### src/pkg/sas_pkg.sv
// package: constants, register map and state type for the converter sequencer
// assumes one peripheral clock state equals one i_clk cycle unless
// SAS_CLK_PER_STATE is changed
package sas_pkg;

    // ************************************************************
    // register indices on the peripheral port
    // ************************************************************
    localparam logic [3:0] SAS_IDX_RESULT_HI_A = 4'h0;
    localparam logic [3:0] SAS_IDX_CONV_CTRL_STATUS = 4'h8;
    localparam logic [3:0] SAS_IDX_TRIGGER_SCAN_CONTROL = 4'h9;

    // ************************************************************
    // field positions and reset values
    // ************************************************************
    localparam int SAS_BIT_END_FLAG = 7;
    localparam int SAS_BIT_IRQ_ENABLE = 6;
    localparam int SAS_BIT_START = 5;
    localparam int SAS_BIT_MULTI = 4;
    localparam int SAS_BIT_TIME_SELECT = 3;
    localparam int SAS_BIT_TRIG_EN_HI = 7;
    localparam int SAS_BIT_TRIG_EN_LO = 6;
    localparam int SAS_BIT_SCAN_SELECT = 5;
    localparam logic [7:0] SAS_STATUS_RESET = 8'h00;
    localparam logic [7:0] SAS_TRIG_CTRL_RESET = 8'h07;
    localparam logic [2:0] SAS_TRIG_CTRL_FIXED_ONES = 3'h7;
    localparam logic [9:0] SAS_RESULT_RESET = 10'h000;

    // ************************************************************
    // timing in states, and cycle counts derived from it
    // ************************************************************
    localparam int SAS_CLK_PER_STATE = 1;
    localparam int SAS_TD_SLOW_STATES = 17;
    localparam int SAS_TD_FAST_STATES = 10;
    localparam int SAS_SPL_SLOW_STATES = 129;
    localparam int SAS_SPL_FAST_STATES = 65;
    localparam int SAS_FIRST_SLOW_STATES = 514;
    localparam int SAS_FIRST_FAST_STATES = 259;
    localparam int SAS_NEXT_SLOW_STATES = 512;
    localparam int SAS_NEXT_FAST_STATES = 256;
    localparam int SAS_STEP_SLOW_STATES = 36;
    localparam int SAS_STEP_FAST_STATES = 18;
    // approximation phase is what is left of the first conversion
    localparam logic [9:0] SAS_TD_SLOW = 10'(SAS_TD_SLOW_STATES * SAS_CLK_PER_STATE);
    localparam logic [9:0] SAS_TD_FAST = 10'(SAS_TD_FAST_STATES * SAS_CLK_PER_STATE);
    localparam logic [9:0] SAS_SPL_SLOW = 10'(SAS_SPL_SLOW_STATES * SAS_CLK_PER_STATE);
    localparam logic [9:0] SAS_SPL_FAST = 10'(SAS_SPL_FAST_STATES * SAS_CLK_PER_STATE);
    localparam logic [9:0] SAS_CONV_SLOW =
        10'((SAS_FIRST_SLOW_STATES - SAS_TD_SLOW_STATES - SAS_SPL_SLOW_STATES) * SAS_CLK_PER_STATE);
    localparam logic [9:0] SAS_CONV_FAST =
        10'((SAS_FIRST_FAST_STATES - SAS_TD_FAST_STATES - SAS_SPL_FAST_STATES) * SAS_CLK_PER_STATE);
    // recovery gap pads each later conversion to its fixed length
    localparam logic [9:0] SAS_GAP_SLOW =
        10'((SAS_NEXT_SLOW_STATES - SAS_FIRST_SLOW_STATES + SAS_TD_SLOW_STATES) * SAS_CLK_PER_STATE);
    localparam logic [9:0] SAS_GAP_FAST =
        10'((SAS_NEXT_FAST_STATES - SAS_FIRST_FAST_STATES + SAS_TD_FAST_STATES) * SAS_CLK_PER_STATE);
    localparam logic [5:0] SAS_STEP_SLOW = 6'(SAS_STEP_SLOW_STATES * SAS_CLK_PER_STATE);
    localparam logic [5:0] SAS_STEP_FAST = 6'(SAS_STEP_FAST_STATES * SAS_CLK_PER_STATE);

    // ************************************************************
    // sequencer states, gray along idle-delay-sample-convert-gap
    // ************************************************************
    typedef enum logic [2:0] {
        SAS_ST_IDLE = 3'h0,
        SAS_ST_DELAY = 3'h1,
        SAS_ST_SAMPLE = 3'h3,
        SAS_ST_CONVERT = 3'h2,
        SAS_ST_GAP = 3'h6
    } sas_state_t;

endpackage

### src/verilog/sas_sequencer.sv
// module: converter sequencer top, register port, trigger, result path
// assumes an 8-bit peripheral port with one-cycle read and write strobes,
// a comparator and sample-and-hold outside, and standby as a same-clock level
`timescale 1ns/1ps
`default_nettype none
module sas_sequencer #(
    parameter int RES_BITS = 10,
    parameter int NUM_RESULTS = 4
) (
    input wire logic i_clk,
    input wire logic i_sys_rst,
    input wire logic i_standby,
    input wire logic [3:0] i_addr,
    input wire logic i_rd,
    input wire logic i_wr,
    input wire logic [7:0] i_wdata,
    output logic [7:0] o_rdata,
    input wire logic i_ext_trigger_n,
    input wire logic i_cmp_above,
    output logic o_sample_hold,
    output logic [2:0] o_chan,
    output logic [RES_BITS-1:0] o_dac_code,
    output logic o_conv_end_irq
);
    // ************************************************************
    // declarations
    // ************************************************************
    // sequencer state and counters
    sas_pkg::sas_state_t st_reg;
    sas_pkg::sas_state_t st_next;
    logic [9:0] cnt_reg;
    logic [9:0] cnt_next;
    logic [5:0] step_reg;
    logic [5:0] step_next;
    logic [1:0] idx_reg;
    logic [1:0] idx_next;

    // control and status bits
    logic start_reg;
    logic start_next;
    logic flag_reg;
    logic flag_next;
    logic arm_reg;
    logic arm_next;
    logic [6:0] stat_ctl_reg;
    logic [6:0] stat_ctl_next;
    logic [2:0] trig_ctl_reg;
    logic [2:0] trig_ctl_next;

    // read path and results
    logic [7:0] temp_reg;
    logic [7:0] temp_next;
    logic [7:0] rdata_next;
    logic [RES_BITS-1:0] res_reg [NUM_RESULTS];

    // pin synchronisers
    logic trg_s1_reg;
    logic trg_s2_reg;
    logic trg_s3_reg;
    logic cmp_s1_reg;
    logic cmp_s2_reg;

    // approximation register
    logic sar_load;
    logic sar_step;
    logic [RES_BITS-1:0] sar_code;
    logic [2:0] chan_next;

    // ************************************************************
    // decode of the register port
    // ************************************************************
    // one strobe per cycle, never both
    wire wr_stat = i_wr && (i_addr == sas_pkg::SAS_IDX_CONV_CTRL_STATUS);
    wire wr_trig = i_wr && (i_addr == sas_pkg::SAS_IDX_TRIGGER_SCAN_CONTROL);
    wire rd_stat = i_rd && (i_addr == sas_pkg::SAS_IDX_CONV_CTRL_STATUS);
    wire rd_trig = i_rd && (i_addr == sas_pkg::SAS_IDX_TRIGGER_SCAN_CONTROL);
    // indices 0 to 7: four result pairs
    wire is_result = (i_addr[3] == sas_pkg::SAS_IDX_RESULT_HI_A[3]);
    wire rd_res_hi = i_rd && is_result && !i_addr[0];
    wire rd_res_lo = i_rd && is_result && i_addr[0];
    wire [1:0] res_sel = i_addr[2:1];

    // ************************************************************
    // mode fields
    // ************************************************************
    wire irq_en = stat_ctl_reg[sas_pkg::SAS_BIT_IRQ_ENABLE];
    wire multi = stat_ctl_reg[sas_pkg::SAS_BIT_MULTI];
    wire fast = stat_ctl_reg[sas_pkg::SAS_BIT_TIME_SELECT];
    wire [2:0] ch_sel = stat_ctl_reg[2:0];
    wire trig_en_hi = trig_ctl_reg[2];
    wire trig_en_lo = trig_ctl_reg[1];
    wire scan_select = trig_ctl_reg[0];
    // scan select needs multi set
    wire scan = multi && scan_select;
    // single mode ends at index zero
    wire [1:0] last_idx = multi ? ch_sel[1:0] : 2'h0;

    // ************************************************************
    // timing selected by the time select bit
    // ************************************************************
    // phases in states, one state a cycle
    wire [9:0] td_cnt = fast ? sas_pkg::SAS_TD_FAST : sas_pkg::SAS_TD_SLOW;
    wire [9:0] spl_cnt = fast ? sas_pkg::SAS_SPL_FAST : sas_pkg::SAS_SPL_SLOW;
    wire [9:0] conv_cnt = fast ? sas_pkg::SAS_CONV_FAST : sas_pkg::SAS_CONV_SLOW;
    wire [9:0] gap_cnt = fast ? sas_pkg::SAS_GAP_FAST : sas_pkg::SAS_GAP_SLOW;
    wire [5:0] step_cnt = fast ? sas_pkg::SAS_STEP_FAST : sas_pkg::SAS_STEP_SLOW;

    // start delay held at its minimum

    // ************************************************************
    // start, stop and end events
    // ************************************************************
    // trigger edge is looked at only past the second sync stage
    wire trig_fall = trg_s3_reg && !trg_s2_reg;
    // enables read live, change when idle
    wire trig_on = trig_en_hi && trig_en_lo;

    // a status write with start 0 stops
    wire sw_start = wr_stat && i_wdata[sas_pkg::SAS_BIT_START];
    wire sw_stop = wr_stat && !i_wdata[sas_pkg::SAS_BIT_START];
    // a start request while running is absorbed, never a restart
    wire go = !start_reg && (sw_start || (trig_fall && trig_on));

    // one down counter times every phase
    wire cnt_zero = (cnt_reg == 10'h000);
    // result and flag on the zero edge
    wire conv_end = (st_reg == sas_pkg::SAS_ST_CONVERT) && cnt_zero;
    wire seq_last = conv_end && (idx_reg == last_idx);
    // scan never halts on its own
    wire seq_halt = seq_last && !scan;
    // clear needs a read that saw the flag
    wire flag_clr = wr_stat && !i_wdata[sas_pkg::SAS_BIT_END_FLAG] && arm_reg;

    // ************************************************************
    // sequencer
    // ************************************************************
    always_comb begin
        st_next = st_reg;
        cnt_next = cnt_zero ? cnt_reg : (cnt_reg - 10'h001);
        idx_next = idx_reg;
        sar_load = 1'b0;
        unique case (st_reg)
            sas_pkg::SAS_ST_IDLE: begin
                // wait for a start
                if (go) begin
                    st_next = sas_pkg::SAS_ST_DELAY;
                    cnt_next = td_cnt - 10'h001;
                    idx_next = 2'h0;
                end
            end
            sas_pkg::SAS_ST_DELAY: begin
                // start delay
                if (cnt_zero) begin
                    st_next = sas_pkg::SAS_ST_SAMPLE;
                    cnt_next = spl_cnt - 10'h001;
                end
            end
            sas_pkg::SAS_ST_SAMPLE: begin
                // hold open, load at end
                if (cnt_zero) begin
                    st_next = sas_pkg::SAS_ST_CONVERT;
                    cnt_next = conv_cnt - 10'h001;
                    sar_load = 1'b1;
                end
            end
            sas_pkg::SAS_ST_CONVERT: begin
                // halt, or wrap in scan
                if (cnt_zero) begin
                    if (seq_halt) begin
                        st_next = sas_pkg::SAS_ST_IDLE;
                    end else begin
                        st_next = sas_pkg::SAS_ST_GAP;
                        cnt_next = gap_cnt - 10'h001;
                        idx_next = seq_last ? 2'h0 : (idx_reg + 2'h1);
                    end
                end
            end
            sas_pkg::SAS_ST_GAP: begin
                // pad to fixed length
                if (cnt_zero) begin
                    st_next = sas_pkg::SAS_ST_SAMPLE;
                    cnt_next = spl_cnt - 10'h001;
                end
            end
            default: begin
                // illegal code to idle
                st_next = sas_pkg::SAS_ST_IDLE;
            end
        endcase
        // a stopped conversion is lost
        if (sw_stop || i_standby) begin
            st_next = sas_pkg::SAS_ST_IDLE;
            idx_next = 2'h0;
        end
    end

    // approximation steps spaced evenly inside the convert phase
    assign sar_step = (st_reg == sas_pkg::SAS_ST_CONVERT) && (step_reg == 6'h00);
    assign step_next = (sar_load || sar_step) ? (step_cnt - 6'h01) :
                       ((step_reg == 6'h00) ? step_reg : (step_reg - 6'h01));
    // standby parks the channel at zero
    assign chan_next = i_standby ? 3'h0 :
                       multi ? {ch_sel[2], idx_next} : ch_sel;

    // ************************************************************
    // register next values
    // ************************************************************
    // standby and stop beat a start
    assign start_next = i_standby ? 1'b0 :
                        sw_stop ? 1'b0 :
                        go ? 1'b1 :
                        seq_halt ? 1'b0 : start_reg;

    // a completion in the clearing cycle keeps the flag set
    assign flag_next = i_standby ? 1'b0 :
                       seq_last ? 1'b1 :
                       flag_clr ? 1'b0 : flag_reg;

    // flag seen set by a status read
    assign arm_next = i_standby ? 1'b0 :
                      (rd_stat && flag_reg) ? 1'b1 :
                      flag_clr ? 1'b0 : arm_reg;
    // start lives in start_reg, bit 5 spare
    assign stat_ctl_next = i_standby ? sas_pkg::SAS_STATUS_RESET[6:0] :
                           wr_stat ? {i_wdata[6], 1'b0, i_wdata[4:0]} : stat_ctl_reg;
    assign trig_ctl_next = i_standby ? sas_pkg::SAS_TRIG_CTRL_RESET[7:5] :
                           wr_trig ? i_wdata[7:5] : trig_ctl_reg;

    assign temp_next = i_standby ? 8'h00 :
                       rd_res_hi ? {res_reg[res_sel][1:0], 6'h00} : temp_reg;

    // ************************************************************
    // read data, registered one cycle after the strobe
    // ************************************************************
    // fixed bits built, not stored
    wire [7:0] stat_rd = {flag_reg, irq_en, start_reg, multi, fast, ch_sel};
    wire [7:0] trig_rd = {trig_en_hi, trig_en_lo, scan_select, 2'h0,
                          sas_pkg::SAS_TRIG_CTRL_FIXED_ONES};
    // standby reads zero, as reset
    assign rdata_next = i_standby ? 8'h00 :
                        rd_res_hi ? res_reg[res_sel][9:2] :
                        rd_res_lo ? temp_reg :
                        rd_stat ? stat_rd :
                        rd_trig ? trig_rd : 8'h00;

    // ************************************************************
    // flip-flops
    // ************************************************************
    // pins pass two stages first
    always_ff @(posedge i_clk or posedge i_sys_rst) begin
        if (i_sys_rst) begin
            trg_s1_reg <= 1'b1;
            trg_s2_reg <= 1'b1;
            trg_s3_reg <= 1'b1;
            cmp_s1_reg <= 1'b0;
            cmp_s2_reg <= 1'b0;
        end else begin
            trg_s1_reg <= i_ext_trigger_n;
            trg_s2_reg <= trg_s1_reg;
            // edge detector stage
            trg_s3_reg <= trg_s2_reg;
            cmp_s1_reg <= i_cmp_above;
            cmp_s2_reg <= cmp_s1_reg;
        end
    end

    always_ff @(posedge i_clk or posedge i_sys_rst) begin
        if (i_sys_rst) begin
            st_reg <= sas_pkg::SAS_ST_IDLE;
            cnt_reg <= 10'h000;
            step_reg <= 6'h00;
            idx_reg <= 2'h0;
            o_chan <= 3'h0;
            o_sample_hold <= 1'b0;
        end else begin
            st_reg <= st_next;
            cnt_reg <= cnt_next;
            step_reg <= step_next;
            idx_reg <= idx_next;
            o_chan <= chan_next;
            // follows next state, no lag
            o_sample_hold <= (st_next == sas_pkg::SAS_ST_SAMPLE);
        end
    end

    always_ff @(posedge i_clk or posedge i_sys_rst) begin
        if (i_sys_rst) begin
            start_reg <= 1'b0;
            flag_reg <= 1'b0;
            arm_reg <= 1'b0;
            stat_ctl_reg <= sas_pkg::SAS_STATUS_RESET[6:0];
            trig_ctl_reg <= sas_pkg::SAS_TRIG_CTRL_RESET[7:5];
            temp_reg <= 8'h00;
            o_rdata <= 8'h00;
            o_conv_end_irq <= 1'b0;
        end else begin
            start_reg <= start_next;
            flag_reg <= flag_next;
            arm_reg <= arm_next;
            stat_ctl_reg <= stat_ctl_next;
            trig_ctl_reg <= trig_ctl_next;
            temp_reg <= temp_next;
            o_rdata <= rdata_next;
            // rises on the flag's edge
            o_conv_end_irq <= flag_next && stat_ctl_next[sas_pkg::SAS_BIT_IRQ_ENABLE];
        end
    end

    // result written in every completion cycle, flag rises the same edge only for the last of a sequence
    // a stopped conversion writes nothing
    generate
        for (genvar k = 0; k < NUM_RESULTS; k++) begin : g_res
            always_ff @(posedge i_clk or posedge i_sys_rst) begin
                if (i_sys_rst) begin
                    res_reg[k] <= sas_pkg::SAS_RESULT_RESET;
                end else if (i_standby) begin
                    res_reg[k] <= sas_pkg::SAS_RESULT_RESET;
                end else if (conv_end && (o_chan[1:0] == 2'(k))) begin
                    res_reg[k] <= sar_code;
                end
            end
        end
    endgenerate

    // ************************************************************
    // approximation register
    // ************************************************************
    // comparator decision two cycles late
    sas_sar_trial #(
        .WIDTH(RES_BITS)
    ) u_sar (
        .i_clk(i_clk),
        .i_sys_rst(i_sys_rst),
        .i_load(sar_load),
        .i_step(sar_step),
        .i_keep(cmp_s2_reg),
        .o_code(sar_code),
        .o_done()
    );
    // code straight from the sar flops
    assign o_dac_code = sar_code;

endmodule
`default_nettype wire

### src/verilog/sas_sar_trial.sv
// module: successive approximation register, one bit decided per step
// assumes i_keep is already in the i_clk domain and settled at each step
`timescale 1ns/1ps
`default_nettype none
module sas_sar_trial #(
    parameter int WIDTH = 10
) (
    input wire logic i_clk,
    input wire logic i_sys_rst,
    input wire logic i_load,
    input wire logic i_step,
    input wire logic i_keep,
    output logic [WIDTH-1:0] o_code,
    output logic o_done
);
    logic [WIDTH-1:0] mask_reg;
    logic [WIDTH-1:0] mask_next;
    logic [WIDTH-1:0] code_next;
    logic [WIDTH-1:0] trial_bit;

    assign trial_bit = {1'b1, {(WIDTH-1){1'b0}}};
    // a dropped trial bit is cleared, the next lower one is tried
    assign mask_next = i_load ? trial_bit : (i_step ? (mask_reg >> 1) : mask_reg);
    assign code_next = i_load ? trial_bit :
                       (i_step && mask_reg != '0) ? ((i_keep ? o_code : (o_code & ~mask_reg)) | (mask_reg >> 1)) :
                       o_code;

    always_ff @(posedge i_clk or posedge i_sys_rst) begin
        if (i_sys_rst) begin
            mask_reg <= '0;
            o_code <= '0;
            o_done <= 1'b1;
        end else begin
            mask_reg <= mask_next;
            o_code <= code_next;
            o_done <= (mask_next == '0);
        end
    end
endmodule
`default_nettype wire

### config.mk
export PLATFORM = sky130hd
export DESIGN_NAME = sas_sequencer
export DESIGN_NICKNAME = d
export VERILOG_FILES = /design/src/pkg/sas_pkg.sv /design/src/verilog/sas_sequencer.sv /design/src/verilog/sas_sar_trial.sv
export SDC_FILE = /design/constraint.sdc
export NUM_CORES = 1
export LEC_CHECK = 0
export ABC_CLOCK_PERIOD_IN_PS = 3350
export BUFFER_PORTS_ARGS = -buffer_cell sky130_fd_sc_hd__buf_2
export CAP_MARGIN = 20
export CELL_PAD_IN_SITES_DETAIL_PLACEMENT = 0
export CELL_PAD_IN_SITES_GLOBAL_PLACEMENT = 1
export CORE_MARGIN = 8
export CORE_UTILIZATION = 42
export DETAILED_ROUTE_END_ITERATION = 10
export GPL_ROUTABILITY_DRIVEN = 0
export PLACE_DENSITY_LB_ADDON = 0.1
export SYNTH_ARGS = -nofsm -noshare
export SYNTH_HDL_FRONTEND = slang
export SYNTH_SLANG_ARGS = --single-unit
### constraint.sdc
create_clock -name i_clk -period 3.35 [get_ports i_clk]
set_input_delay 0.1675 -clock i_clk [delete_from_list [all_inputs] [get_ports i_clk]]
set_output_delay 0.1675 -clock i_clk [all_outputs]
set_load 0.03 [all_outputs]
## Word level (Yosys, flattened, before mapping)

Index checks and enable logic that the tools add are counted.

| word-level totals | value |
|---|---|
| flip-flop bits (word level) | 119 |
| input bits | 19 |
| logic and storage cells | 174 |

| cells by class | value |
|---|---|
| add/subtract/negate cells | 8 |
| $lt $le $gt $ge | 1 |
| equality and inequality tests | 12 |
| mux-type cells | 69 |
| bitwise operators | 5 |
| reductions and logical operators | 53 |

Operators by type and width:

| kind | number |
|---|---|
| 10-bit two-way mux | 21 |
| 8-bit two-way mux | 8 |
| 10-bit one-hot mux with 4 select lines | 1 |
| 1-bit logical AND | 27 |
| 3-bit two-way mux | 9 |
| 10-bit binary-select mux with 2-bit select | 1 |
| 6-bit two-way mux | 3 |
| 2-bit nonzero test | 9 |
| 2-bit two-way mux | 7 |
| 7-bit two-way mux | 2 |
| 1-bit two-way mux | 12 |
| 3-bit one-hot mux with 4 select lines | 1 |
| 6-bit by 1-bit subtractor with 6-bit output, second input constant | 2 |
| 10-bit bitwise AND | 1 |
| 10-bit logical NOT | 1 |
| 10-bit inverter | 1 |
| 10-bit by 9-bit bitwise OR with 10-bit output | 1 |
| 10-bit nonzero test | 1 |
| 10-bit by 1-bit subtractor with 10-bit output, second input constant | 1 |
| 9-bit by 1-bit subtractor with 10-bit output, second input constant | 1 |
| 3-bit by 2-bit equality test with 1-bit output, second input constant | 3 |
| 9-bit two-way mux | 1 |
| 8-bit by 1-bit subtractor with 9-bit output, second input constant | 1 |
| 4-bit equality test, second input constant | 2 |
| 23 further kinds | 31 |

## Depth between registers and ports, before layout

| depth | value |
|---|---|
| word-level depth | 10 |
| mapped depth | 13 |

## Modules after synthesis

A second synthesis with hierarchy kept.

| second synthesis, totals | value |
|---|---|
| cell total of the unflattened synthesis | 615 |
| area, all modules | 5798.1 um^2 |

Modules (own cells, without submodules):

| module | instances | cells an instance | area an instance (um^2) |
|---|---|---|---|
| sas_sequencer | 1 | 533 | 4865.9 |
| sas_sar_trial | 1 | 82 | 932.1 |

## Least setup slack after synthesis

Ideal clock, no wire load.

| timing path | value |
|---|---|
| kind | register -> register |
| start | register cnt_reg[0] |
| end | register step_reg[4] |
| setup time | 82 ps |
| arrival time | 2683 ps |
| required time | 3268 ps |
| setup slack | 585 ps |
| stages on the path, launching flop included | 13 |
| clock period less this slack | 2765 ps |
| cell sequence | dfrtp_1 inv_1 ha_1 or4b_1 nor4_4 nor2_1 clkbuf_1 a21boi_1 ha_1 nand2_1 nor3_1 a21oi_1 o22ai_1 |

| on the way | value |
|---|---|
| longest elaborated chain between the ends | 5 |

RTL lines:

| item | line | source |
|---|---|---|
| start, declared | sas_sequencer.sv:31 | `logic [9:0] cnt_reg;` |
| start signal, assigned | sas_sequencer.sv:277 | `cnt_reg <= cnt_next;` |
| 10-bit logical NOT * | sas_sequencer.sv:125 | `wire cnt_zero = (cnt_reg == 10'h000);` |
| 1-bit two-way mux * | sas_sequencer.sv:160 | `if (cnt_zero) begin` |
| 1-bit two-way mux * | sas_sequencer.sv:142 | `unique case (st_reg)` |
| 1-bit logical OR * | sas_sequencer.sv:199 | `assign step_next = (sar_load \|\| sar_step) ? (step_cnt - 6'h01) :` |
| 2-bit by 1-bit != test with 1-bit output (no line) / 6-bit two-way mux (equally long branches) | n/a |  |
| end signal, assigned | sas_sequencer.sv:278 | `step_reg <= step_next;` |
| end, declared | sas_sequencer.sv:33 | `logic [5:0] step_reg;` |

Every way passes the cells marked *; elsewhere a longest branch is shown, timed or not.
A chain may end at the register's enable or synchronous reset.

## Worst setup path in the final report

| timing path | value |
|---|---|
| start | register cnt_reg[0] |
| end | register res_reg[13] in the netlist's numbering |

| on the way | value |
|---|---|
| longest elaborated chain between the ends | 4 |

RTL lines:

| item | line | source |
|---|---|---|
| 10-bit logical NOT | sas_sequencer.sv:125 |  |
| 1-bit logical AND | sas_sequencer.sv:127 | `wire conv_end = (st_reg == sas_pkg::SAS_ST_CONVERT) && cnt_zero;` |
| 1-bit logical AND | sas_sequencer.sv:318 | `end else if (conv_end && (o_chan[1:0] == 2'(k))) begin` |
| 2-bit nonzero test (no line) | n/a |  |
| end signal, assigned by index | sas_sequencer.sv:315 | `res_reg[k] <= sas_pkg::SAS_RESULT_RESET;` |
| end signal, assigned by index | sas_sequencer.sv:317 | `res_reg[k] <= sas_pkg::SAS_RESULT_RESET;` |
| end signal, assigned by index | sas_sequencer.sv:319 | `res_reg[k] <= sar_code;` |
| end, declared | sas_sequencer.sv:54 | `logic [RES_BITS-1:0] res_reg [NUM_RESULTS];` |

Every way passes these cells.

==> metrics.md <==
| Metric | Value |
|---|---|
| Cell Rows | `42` |
| Final hold vios | `0` |
| Number of flip-flops under the largest register name | `40` |
| Fin Setup TNS | `0 ps` |
| Min cycle time layout | `2870 ps` |
| First-pass GRT wire length | `24,500 um` |
| LEAKAGE | `2.87 nW` |
| Total die area | `0.0170 mm^2` |
| DRC viols | `0` |
| Fill cell count | `1,253` |
| Clock sinks | `113` |
| Syn Area/Cell | `9.69 um^2` |
| Vias per cell | `5.59` |
| WHS Path Cells | `3` |
| Worst Path Max Fanout | `10` |
| Critical path type | `register to register` |
| TritonCTS clock tree | `yes` |
| Hpwl dp | `between 9000 and 10,000 um` |
| Overall Power | `4.00 mW` |
| Antenna violations before repair | `0` |
| Area leader, netlist | `dfrtp_1` |
| Flop pwr share | `38.8%` |
| H-tree Lvls | `4` |
| Vias in the first global route | `between 4,000 and 5,000` |
| Post-CTS sizing | `0` |
| Placement Setup Slack | `542 ps` |
| Switch share | `between 20% and 30%` |
| Post-route antenna net violation count | `0` |
| Worst Hold Slack | `3.26 ps` |
| Required time worst endpoint | `3680 ps` |
| CTS hold repair buffers | `6` |
| Input/output buffers | `41` |
| Placed Cells | `765` |
| R2r setup slk | `480 ps` |
| Synth cell count leaders | `nand2_1, dfrtp_1, a21oi_1` |
| Die X | `131 um` |
| Pint | `3.00 mW` |
| DR vias | `4,487` |
| Flops & latches, synth | `113` |
| Core area | `0.0130 mm^2` |
| Slew @ Worst Pin | `831 ps` |
| Most common cell in the netlist | `nand2_1` |
| WL/cell | `around 19 um` |
| Layout cells sized above 1 | `16.8%` |
| Util after Layout | `50.5%` |
| Worst hold endpoint | `stat_ctl_reg[0]$_DFFE_PP0P_` |
| Syn. warnings | `0` |
| RR Endpoint | `res_reg[13]$_DFFE_PP0P_` |
| Reg2Reg Depth | `8` |
| R2R Path Start | `cnt_reg[0]$_DFF_PP0_` |
| Clk pin slew, worst setup/hold paths | `roughly 60 ps` |
| Unrepaired setup endpoints after global routing | `false` |
| Cell variety after synth | `between 60 and 70` |
| # IOs | `42` |
| Area Overhead vs Synth | `19.5%` |
| Max-cap violations | `0` |
| Finished Layout Cells | `802` |
| Net Count, Synth | `between 500 and 600` |
| Syn Inst Count | `569` |
| GRT overflow | `0` |
| Switch Pwr | `0.997 mW` |
| Final worst slack | `476 ps` |
| Total CTS buffers | `17` |
| Fmax | `348 MHz` |
| GRT Overall Usage | `18.8%` |
| Clock Skew | `6.26 ps` |
| Initial Util | `42.3%` |
| Iter 0 DRT Violations | `476` |
| Clk pwr share | `49.4%` |
| Number of flops mapped to enable cells by yosys | `0` |
| DR pass1 iterations | `5` |
| Vert. Die Dim | `roughly 130 um` |
| Post-synth ARST share | `between 90% and 100%` |
| Max-slew violations | `0` |
| Nets | `638` |
| # Post-CTS Setup Buffers | `0` |
| Sequential area share after synthesis | `51.4%` |
| Clock latency on the worst-skew pair | `410 ps` |
| Final period util | `85.8%` |
| Synth top area share | `49.9%` |
| Hold_sp | `i_wdata[0]` |
| Crit end category | `register` |
| Area after DPL | `0.00588 mm^2` |
| Total inserted antenna cells | `0` |
| Combinational Power Share | `11.7%` |
| Final Setup Violations | `0` |
| Slew Limit Headroom | `44.6%` |
| Clock root cell | `clkbuf_16` |
| PwrDens | `slightly above 600 mW/mm^2` |
| Clk buf depth | `2` |
| Worst hold path class | `input port to register` |
| Overall routed net length | `approximately 15,000 um` |
| Critical Path Start Type | `register` |
| Status | `complete, no violations` |
| VDD IR max | `0.000396 V` |
| Ys flop type | `dfrtp_1` |
| Largest net degree at the start of global routing | `between 60 and 70` |
| Mapped cell area | `0.00551 mm^2` |
| Area contributors post-synth | `dfrtp_1, nand2_1, a21oi_1, mux4_2, nor2_1` |
| Post-route cell area | `approximately 0.0066 mm^2` |
| WP data arrival | `3200 ps` |
==> worst max path at each step <==
stage	from	cells after the start	slack, ps	end
6_report	cnt_reg[0]$_DFF_PP0_	8	480	res_reg[13]$_DFFE_PP0P_
3_5_place_dp	cnt_reg[0]$_DFF_PP0_	13	540	step_reg[4]$_DFFE_PP0P_
3_3_place_gp	st_reg[1]$_DFF_PP0_	10	610	step_reg[4]$_DFFE_PP0P_
5_1_grt	st_reg[1]$_DFF_PP0_	10	170	step_reg[4]$_DFFE_PP0P_
2_1_floorplan	i_sys_rst	1	200	arm_reg$_DFFE_PP0P_
4_1_cts	cnt_reg[0]$_DFF_PP0_	13	510	step_reg[4]$_DFFE_PP0P_
==> area by class of cell <==
| type | instances | area (um^2) | share of cell area, % |
|---|---|---|---|
| Sequential cell | 113 | 2830 | 43.0 |
| Timing Repair Buffer | 56 | 345 | 5.25 |
| Multi-Input combinational cell | 416 | 2500 | 38.0 |
| Tap cell | 176 | 220 | 3.34 |
| Inverter | 10 | 40.0 | 0.608 |
| Clock inverter | 10 | 183 | 2.77 |
| Clock buffer | 21 | 460 | 6.99 |
==> routing by layer <==
metal | wire [um] | global-route usage, % | share of wire, % | vias to the layer above
met5 | 0 | 0 | 0 | -
met4 | 165 | 6.14 | 1.1 | 0
met3 | 764 | 4.87 | 5.1 | 16
met2 | 6900 | 28.6 | 46 | 98
met1 | 7170 | 25.8 | 48 | 2248
li1 | - | - | - | 2125
==> worst max-delay path: stages (launching register included) <==
cell and delay (ps):
dfrtp_1 400, inv_1 120, ha_1 210, or4b_1 600, nor4_2 510, nand2_1 150
nor2_2 490, nand2_1 110, a21oi_1 180
==> power by group through the flow <==
stage	Clock, mW	Combinational [mW]	Sequential, mW
floorplan	0	0.362	1.55
global placement	0	0.458	1.57
detailed placement	0	0.457	1.57
CTS	2.01	0.471	1.55
global route	2.08	0.532	1.57
finish	1.98	0.469	1.55
==> cells in the final DEF, fill, tap and decap left out, types with 6 or more instances in the layout <==
cell type and n:
a21oi_1 65, a22o_1 7, a22oi_1 8, a32o_1 7
buf_2 41, buf_4 8, clkbuf_16 17, dfrtp_1 110
dlygate4sd3_1 6, inv_1 8, mux2i_1 10, mux4_2 10
nand2_1 124, nand3_1 11, nor2_1 44, nor3_1 13
o21ai_0 15, or3_1 7
==> kinds of logic (layout without fill, tap and decap cells) <==
kind of cell	after synthesis	after routing	synth area share (%)
simple gates	241	241	20.6
compound gates	143	143	16.6
flops	113	113	51.4
buf+inv	40	97	3.20
mux	21	21	6.11
xor+xnor	6	6	0.953
fa+ha+maj	5	5	1.14
(Power assumes the default switching activity.)
